## config.mk

```make
export PLATFORM = sky130hd
export DESIGN_NAME = ddc_control
export DESIGN_NICKNAME = d
export VERILOG_FILES = /design/src/ddc_pkg.sv /design/src/ddc_control.sv
export SDC_FILE = /design/constraint.sdc
export NUM_CORES = 1
export LEC_CHECK = 0
export ABC_AREA = 1
export ABC_CLOCK_PERIOD_IN_PS = 1900
export BUFFER_PORTS_ARGS = -buffer_cell sky130_fd_sc_hd__buf_2
export CORE_MARGIN = 3
export CORE_UTILIZATION = 40
export DETAILED_ROUTE_END_ITERATION = 12
export GPL_TIMING_DRIVEN = 0
export SKIP_LAST_GASP = 1
export SYNTH_ARGS = -nofsm -noshare
export SYNTH_HDL_FRONTEND = slang
export SYNTH_SLANG_ARGS = --single-unit
```

## constraint.sdc

```tcl
create_clock -name mclk -period 1.9 [get_ports mclk]
set_input_delay 0 -clock mclk [delete_from_list [all_inputs] [get_ports mclk]]
set_output_delay 0 -clock mclk [all_outputs]
set_load 0.03 [all_outputs]
```

## src/ddc_pkg.sv

```systemverilog
// Package: register map, field positions, reset values and timing for the dual converter control block
package ddc_pkg;
    // ----------------------------------------
    // Register addresses (20-bit space)
    // ----------------------------------------
    localparam logic [19:0] DDC_ADDR_PER_CLK_EN = 20'hF00F0;
    localparam logic [19:0] DDC_ADDR_VALUE_CH0 = 20'hFFF58;
    localparam logic [19:0] DDC_ADDR_VALUE_CH1 = 20'hFFF5A;
    localparam logic [19:0] DDC_ADDR_MODE_CTRL = 20'hFFF5C;
    // ----------------------------------------
    // Field positions
    // ----------------------------------------
    localparam int DDC_BIT_CLK_GATE = 6;
    localparam int DDC_BIT_REF_SEL = 6;
    localparam int DDC_BIT_CONV_EN0 = 4;
    localparam int DDC_BIT_RES_SEL0 = 2;
    localparam int DDC_BIT_MODE_SEL0 = 0;
    localparam int DDC_CODE_MSB = 11;
    // ----------------------------------------
    // Reset values and masks
    // ----------------------------------------
    localparam logic [7:0] DDC_RST_PER_CLK_EN = 8'h00;
    localparam logic [7:0] DDC_RST_MODE_CTRL = 8'h00;
    localparam logic [15:0] DDC_RST_VALUE = 16'h0000;
    localparam logic [7:0] DDC_MODE_WR_MASK = 8'h7F;
    localparam logic [11:0] DDC_MASK_8BIT = 12'h0FF;
    localparam logic [11:0] DDC_MASK_12BIT = 12'hFFF;
    // ----------------------------------------
    // Reference source encodings
    // ----------------------------------------
    localparam logic [1:0] DDC_REF_SUPPLY = 2'h0;
    localparam logic [1:0] DDC_REF_EXTERNAL = 2'h1;
    localparam logic [1:0] DDC_REF_INTERNAL = 2'h2;
    localparam logic [1:0] DDC_REF_UNDEFINED = 2'h3;
    // ----------------------------------------
    // Timing
    // ----------------------------------------
    localparam int DDC_CLK_PERIOD_NS = 100;
    localparam int DDC_ENABLE_WAIT_US = 20;
    localparam int DDC_ENABLE_WAIT_CYC = (DDC_ENABLE_WAIT_US * 1000 + DDC_CLK_PERIOD_NS - 1) / DDC_CLK_PERIOD_NS;
    localparam int DDC_WAIT_W = 8;
endpackage

```

## src/ddc_control.sv

```systemverilog
// Dual converter control registers, enable wait, triggers and ladder code outputs
//
// Overview of operation
// Bit 6 of peripheral enable gates converter
// Gate off: writes ignored, reads give defaults
// Gate off: whole converter held in reset
// Peripheral enable: bit/byte writes, resets zero
// Mode register bit/byte writable, bit7 reads zero
// Mode bit 6 selects positive reference
// One reference choice shared by both
// Mode bits 5,4 enable channels 1,0
// Mode bits 3,2 select 8/12-bit resolution
// Mode bits 1,0 select normal/real-time mode
// Real-time mode: timer pulses trigger conversion
// Reference source decoded from select signals
// Software starts reference before enabling conversion
// Wide value: 12-bit code, upper nibble zero
// Software avoids wide rewrite during internal-ref conversion
// Resolution picks 8 or 12 code bits
// Byte value overlays wide low byte
// Byte value accessed by byte operations
// Normal mode: value write starts conversion
// Timer ch4 triggers ch0, ch5 triggers ch1
// Conversion waits 20 us after enable
// Rewrite during settling restarts with new value
// Masked latched code presented on conversion start
`timescale 1ns/1ps
module ddc_control
    import ddc_pkg::*;
#(
    parameter int WAIT_CYCLES = DDC_ENABLE_WAIT_CYC
) (
    // Clock and reset
    input wire logic mclk,
    input wire logic rst_b,
    // Register port
    input wire logic [19:0] reg_addr,
    input wire logic reg_wr,
    input wire logic reg_rd,
    input wire logic reg_word,
    input wire logic [7:0] reg_bit_mask,
    input wire logic [15:0] reg_wdata,
    output logic [15:0] reg_rdata,
    // Timer triggers and reference controls
    input wire logic timer_trigger_ch4,
    input wire logic timer_trigger_ch5,
    input wire logic ref_output_select,
    input wire logic ref_generator_on,
    // Ladder interface
    output logic converter_clock_gate,
    output logic [11:0] ladder_code_ch0,
    output logic [11:0] ladder_code_ch1,
    output logic [1:0] conv_start,
    output logic [1:0] channel_active,
    output logic [1:0] ref_source
);

    // ----------------------------------------
    // State
    // ----------------------------------------
    typedef struct packed {
        logic [7:0] peripheral_clock_enable;
        logic [7:0] dac_mode_control;
        logic [11:0] value0;
        logic [11:0] value1;
        logic [DDC_WAIT_W-1:0] wait0;
        logic [DDC_WAIT_W-1:0] wait1;
        logic [1:0] ready;
        logic [11:0] code0;
        logic [11:0] code1;
        logic [1:0] start;
        logic [1:0] active;
        logic [1:0] ref_src;
        logic [15:0] rdata;
    } ddc_state_t;

    ddc_state_t st;
    ddc_state_t next_st;

    // ----------------------------------------
    // Helpers
    // ----------------------------------------
    // Byte write with per-bit mask; a bit access sets one mask bit
    function automatic logic [7:0] ddc_merge(input logic [7:0] old, input logic [7:0] wd, input logic [7:0] m);
        ddc_merge = (old & ~m) | (wd & m);
    endfunction

    // Code masked to the channel's resolution
    function automatic logic [11:0] ddc_mask_code(input logic [11:0] v, input logic res12);
        ddc_mask_code = res12 ? (v & DDC_MASK_12BIT) : (v & DDC_MASK_8BIT);
    endfunction

    // Shared positive reference source
    function automatic logic [1:0] ddc_ref(input logic sel, input logic osel, input logic gen_on);
        if (!sel) begin
            ddc_ref = DDC_REF_SUPPLY;
        end else if (!osel && !gen_on) begin
            ddc_ref = DDC_REF_EXTERNAL;
        end else if (osel && gen_on) begin
            ddc_ref = DDC_REF_INTERNAL;
        end else begin
            ddc_ref = DDC_REF_UNDEFINED;
        end
    endfunction

    // ----------------------------------------
    // Trigger pin synchronisers
    // ----------------------------------------
    logic [1:0] trig_s1;
    logic [1:0] trig_s2;
    logic [1:0] trig_s3;
    logic [1:0] trig_rise;
    logic [1:0] trig_prev;

    always_ff @(posedge mclk or negedge rst_b) begin
        if (!rst_b) begin
            trig_s1 <= 2'h0;
            trig_s2 <= 2'h0;
            trig_s3 <= 2'h0;
        end else begin
            trig_s1 <= {timer_trigger_ch5, timer_trigger_ch4};
            trig_s2 <= trig_s1;
            trig_s3 <= trig_s2;
        end
    end

    // Rising edge once second and third stages agree on the new level
    assign trig_rise = trig_s2 & trig_s3 & ~trig_prev;

    always_ff @(posedge mclk or negedge rst_b) begin
        if (!rst_b) begin
            trig_prev <= 2'h0;
        end else begin
            trig_prev <= trig_s2 & trig_s3 | (trig_prev & (trig_s2 | trig_s3));
        end
    end

    // ----------------------------------------
    // Next-state logic
    // ----------------------------------------
    logic gate;
    logic sel_per;
    logic sel_mode;
    logic [1:0] sel_val;
    logic [1:0] wr_val;
    logic [1:0] en;
    logic [1:0] res;
    logic [1:0] rt;
    logic [1:0] trig;

    always_comb begin
        next_st = st;
        gate = st.peripheral_clock_enable[DDC_BIT_CLK_GATE];
        sel_per = reg_addr == DDC_ADDR_PER_CLK_EN;
        sel_mode = reg_addr == DDC_ADDR_MODE_CTRL;
        sel_val[0] = reg_addr == DDC_ADDR_VALUE_CH0;
        sel_val[1] = reg_addr == DDC_ADDR_VALUE_CH1;
        wr_val = 2'h0;
        en = st.dac_mode_control[DDC_BIT_CONV_EN0 +: 2];
        res = st.dac_mode_control[DDC_BIT_RES_SEL0 +: 2];
        rt = st.dac_mode_control[DDC_BIT_MODE_SEL0 +: 2];
        trig = 2'h0;
        next_st.start = 2'h0;

        // Peripheral enable, always reachable
        if (reg_wr && sel_per) begin
            next_st.peripheral_clock_enable = ddc_merge(st.peripheral_clock_enable, reg_wdata[7:0],
                reg_bit_mask);
        end

        // Converter registers, writable only with the gate on
        if (reg_wr && gate) begin
            if (sel_mode) begin
                next_st.dac_mode_control = ddc_merge(st.dac_mode_control, reg_wdata[7:0],
                    reg_bit_mask) & DDC_MODE_WR_MASK;
            end
            if (sel_val[0]) begin
                wr_val[0] = 1'b1;
                next_st.value0 = reg_word ? reg_wdata[DDC_CODE_MSB:0] : {st.value0[11:8], reg_wdata[7:0]};
            end
            if (sel_val[1]) begin
                wr_val[1] = 1'b1;
                next_st.value1 = reg_word ? reg_wdata[DDC_CODE_MSB:0] : {st.value1[11:8], reg_wdata[7:0]};
            end
        end

        // Per-channel enable wait; re-enabling restarts it
        for (int i = 0; i < 2; i++) begin
            if (!en[i]) begin
                if (i == 0) begin
                    next_st.wait0 = '0;
                end else begin
                    next_st.wait1 = '0;
                end
                next_st.ready[i] = 1'b0;
                next_st.active[i] = 1'b0;
            end else if (!st.ready[i]) begin
                if (i == 0) begin
                    next_st.wait0 = st.wait0 + 1'b1;
                    next_st.ready[i] = 32'(st.wait0) >= WAIT_CYCLES - 1;
                end else begin
                    next_st.wait1 = st.wait1 + 1'b1;
                    next_st.ready[i] = 32'(st.wait1) >= WAIT_CYCLES - 1;
                end
            end
        end

        // Triggers: value write in normal mode, timer pulse in real-time mode
        trig[0] = rt[0] ? trig_rise[0] : wr_val[0];
        trig[1] = rt[1] ? trig_rise[1] : wr_val[1];

        // First conversion after the wait, then on each trigger; a new trigger restarts
        if (st.ready[0] && en[0] && (trig[0] || !st.active[0])) begin
            next_st.start[0] = 1'b1;
            next_st.active[0] = 1'b1;
            next_st.code0 = ddc_mask_code(wr_val[0] ? next_st.value0 : st.value0, res[0]);
        end
        if (st.ready[1] && en[1] && (trig[1] || !st.active[1])) begin
            next_st.start[1] = 1'b1;
            next_st.active[1] = 1'b1;
            next_st.code1 = ddc_mask_code(wr_val[1] ? next_st.value1 : st.value1, res[1]);
        end

        next_st.ref_src = ddc_ref(st.dac_mode_control[DDC_BIT_REF_SEL], ref_output_select,
            ref_generator_on);

        // Read data, registered
        next_st.rdata = 16'h0000;
        if (reg_rd) begin
            if (sel_per) begin
                next_st.rdata = {8'h00, st.peripheral_clock_enable};
            end else if (sel_mode) begin
                next_st.rdata = {8'h00, st.dac_mode_control & DDC_MODE_WR_MASK};
            end else if (sel_val[0]) begin
                next_st.rdata = reg_word ? {4'h0, st.value0} : {8'h00, st.value0[7:0]};
            end else if (sel_val[1]) begin
                next_st.rdata = reg_word ? {4'h0, st.value1} : {8'h00, st.value1[7:0]};
            end
        end

        // Gate off holds the converter in reset; reads then return defaults
        if (!gate) begin
            next_st.dac_mode_control = DDC_RST_MODE_CTRL;
            next_st.value0 = DDC_RST_VALUE[11:0];
            next_st.value1 = DDC_RST_VALUE[11:0];
            next_st.wait0 = '0;
            next_st.wait1 = '0;
            next_st.ready = 2'h0;
            next_st.code0 = 12'h000;
            next_st.code1 = 12'h000;
            next_st.start = 2'h0;
            next_st.active = 2'h0;
            // Registers still hold old contents in the cycle the gate drops
            if (!sel_per) begin
                next_st.rdata = 16'h0000;
            end
        end
    end

    // ----------------------------------------
    // State register
    // ----------------------------------------
    always_ff @(posedge mclk or negedge rst_b) begin
        if (!rst_b) begin
            st <= '0;
            st.peripheral_clock_enable <= DDC_RST_PER_CLK_EN;
            st.dac_mode_control <= DDC_RST_MODE_CTRL;
        end else begin
            st <= next_st;
        end
    end

    // ----------------------------------------
    // Outputs
    // ----------------------------------------
    assign reg_rdata = st.rdata;
    assign converter_clock_gate = st.peripheral_clock_enable[DDC_BIT_CLK_GATE];
    assign ladder_code_ch0 = st.code0;
    assign ladder_code_ch1 = st.code1;
    assign conv_start = st.start;
    assign channel_active = st.active;
    assign ref_source = st.ref_src;

endmodule

```

==> results.yml <==
floorplan:
  placement_rows: 41
  initial_core_util_pct: 41.4
  io_pins: 100
  die-area_mm2: 0.0146
  fp.dieH_um: 121
  die_w_um: 121
  coreArea_mm2: 0.0128
logic_synthesis:
  synth_ff_type: "dfrtp_1"
  synth_top_area_share_pct: 50.6
  synth.distinct_cells: 34
  yosys-top-cells-area: "dfrtp_1 (51%), nand2_1 (13%), buf_4 (7.0%)"
  ys_ff_latch: 107
  syn_inst: 651
  synth_edf_count: 0
  syn_avg_cell_area_um2: 8.13
  ys_warn_count: 0
  seq_area_frac_synth_pct: 50.6
  yosysTopAreaCell: "dfrtp_1"
  synth_area_mm2: 0.00529
  yosysMostFrequentCell: "nand2_1"
  synthTopCellsByCount: "nand2_1 (186), dfrtp_1 (107), nor2_1 (65)"
  synth-async-reset-ratio_pct: 100
grt:
  grt-ovfl-total: 0
  track_usage_pct: 19.3
  grt_pass1_vias: 4446
  grt_max_degree: 57
  grt_pass1_wl_mm: 22.0
  antenna_found_initial: 0
timing:
  slew-limit-headroom_pct: 51.4
  worst_slack_ns: 0.140
  maxSlewViolCount: 0
  worst_pin_slew_ns: 0.729
  hold_slack_ns: 0.0779
  max_freq_mhz: 568
  min_period_over_period_pct: 92.6
  rsz0062_at_grt: "no"
  finalHoldViolations: 0
  post-route-min-period_ns: 1.76
  setup_viol: 0
  worst_clock_skew_ns: 0.00529
status:
  status: "completed"
clocking:
  clkTransAtPathRegs_ns: 0.07
  clk_path_buf_depth: 2
  cts_buffers: 9
  cts.root.buffer_cell: "clkbuf_16"
  clock_latency_ns: 0.36
  cts_tree: "yes"
  clkSinkCount: 107
  ctsHtreeMaxLevel: 3
critical_path:
  worstPathMaxFanout: 10
  worstSetupStartpointType: "register"
  arrival_ns: 2.00
  crit_required_ns: 2.14
  path_class: "reg -> reg"
  cp-end-kind: "register"
drt:
  drtIter0Drc: 261
  vias: 4697
  drc: 0
  wl_per_cell_um: 14.1
  ant_nets: 0
  wirelength_mm: 13.7
  dr.pass1.iters: 5
  via_per_inst: 4.85
placement:
  io_buffers: 91
  placed_area_mm2: 0.00600
  pre_cts_slack_ns: -0.107
  gp_congestion: 0.847
  place_hpwl_mm: 10.2
finish:
  num-nets-final: 846
  area_growth_pct: 25.7
  antennaDiodeCount: 0
  drive_above_1_share_pct: 24.2
  fin_util_pct: 52.0
  design_area_mm2: 0.00665
power_and_ir_drop:
  p_int_mw: 3.33
  finalPower_mw: 4.36
  clockPowerShare_pct: 41.6
  p_leak_nw: 3.65
  switching_power_mw: 1.03
  swShare_pct: 23.7
  ir_drop_uv: 522
  p_per_area_mw_per_mm2: 656
  p_seq_share_pct: 52.6
  power_frac_comb_pct: 5.8
hold_path:
  min-delay-start: "reg_rd"
  worstHoldPathType: "in -> reg"
flow_run:
  maxCapViolCount: 0
-- worst max-delay path: stages, from the launching register on --
cell     delay, ns
dfrtp_1       0.39
buf_4         0.19
nand2_2       0.12
inv_4         0.14
nand4_1       0.15
nand2_1       0.10
nand2_1       0.17
buf_2         0.24
nand3_1       0.08
nand2_1       0.06
-- power by group through the flow --
stage	registers [mW]	logic [mW]	clock network (mW)
after floorplan	2.34	0.0656	0
after global placement	2.34	0.199	0
after detailed placement	2.34	0.213	0
after CTS	2.29	0.255	1.86
after global routing	2.29	0.282	1.95
final	2.29	0.253	1.81
-- layout make-up --
class	instances	area, um2
buffer	60	425
timing repair buffer	126	823
multi-input combinational	433	2020
sequential	107	2680
tap	172	215
fill	1244	6130
clock buffer	10	239
clock inverter	6	46.3
inverter	54	205
-- cells by family (layout without fill, tap and decap cells) --
family,count (synthesis),after routing,synth area share (%)
adder cells (fa/ha/maj),2,2,0.473
buffers and inverters,114,256,11.8
other,1,4,0.0709
AND/OR/NAND/NOR,350,350,28.9
flip-flops,107,107,50.6
XOR/XNOR,1,1,0.166
AO/OA/AOI/OAI,76,76,7.99
-- cells in the final DEF (no fill, tap or decap), types with 7 or more instances in the layout --
| cell type | instances |
|---|---|
| nand2_1 | 183 |
| dfrtp_1 | 107 |
| buf_2 | 93 |
| nor2_1 | 63 |
| nand3_1 | 60 |
| buf_4 | 51 |
| inv_1 | 48 |
| dlygate4sd3_1 | 33 |
| a21oi_1 | 32 |
| o21ai_0 | 29 |
| nand4_1 | 11 |
| clkbuf_16 | 9 |
| nor2_2 | 7 |
| nor3_1 | 7 |
-- sequential cells by signal, indices dropped and copies added (netlist names), named ones only --
| register | flops |
|---|---|
| channel_active | 2 |
| conv_start | 2 |
| en | 2 |
| ladder_code_ch0 | 12 |
| ladder_code_ch1 | 12 |
| ref_source | 2 |
| reg_rdata | 12 |
| res | 2 |
| rt | 2 |
| st | 43 |
| trig_prev | 2 |
| trig_s1 | 2 |
| trig_s2 | 2 |
| trig_s3 | 2 |
-- stage by stage --
stage	setup TNS, ns	std cells
global route	0	968
detailed placement	-0.186	918
global placement	-41.60	917
floorplan	0	654
CTS	0	967
finish	0	968
-- metal layers --
layer | wire [um] | share of wire [%] | vias to the layer above | track usage (%)
li1 | - | - | 2331 | -
met1 | 6320 | 46 | 2255 | 26.2
met2 | 6500 | 48 | 101 | 30.5
met3 | 690 | 5.1 | 10 | 5.36
met4 | 153 | 1.1 | 0 | 4.89
met5 | 0 | 0 | - | 0
-- repair_timing --
item	CTS	global route
hold buffers	33	0
hold endpoints to repair	90	0
setup endpoints to repair	3	42
pin swaps	0	1
setup buffers	0	1
resized for setup	1	11
-- worst paths after layout --
kind | endpoint | slack (ns) | cells after the start
max in group asynchronous | ladder_code_ch1[3]$_DFFE_PN0P_ | 0.95 | 3
worst min-delay path | reg_rdata[6]$_DFF_PN0_ | 0.08 | 5
worst min register to register | trig_s2[0]$_DFF_PN0_ | 0.35 | 0
worst max-delay path | ladder_code_ch0[8]$_DFFE_PN0P_ | 0.14 | 9
worst max register to register | ladder_code_ch0[8]$_DFFE_PN0P_ | 0.14 | 9
min in group asynchronous | trig_s3[1]$_DFF_PN0_ | 0.24 | 2
(Power assumes the default switching activity.)
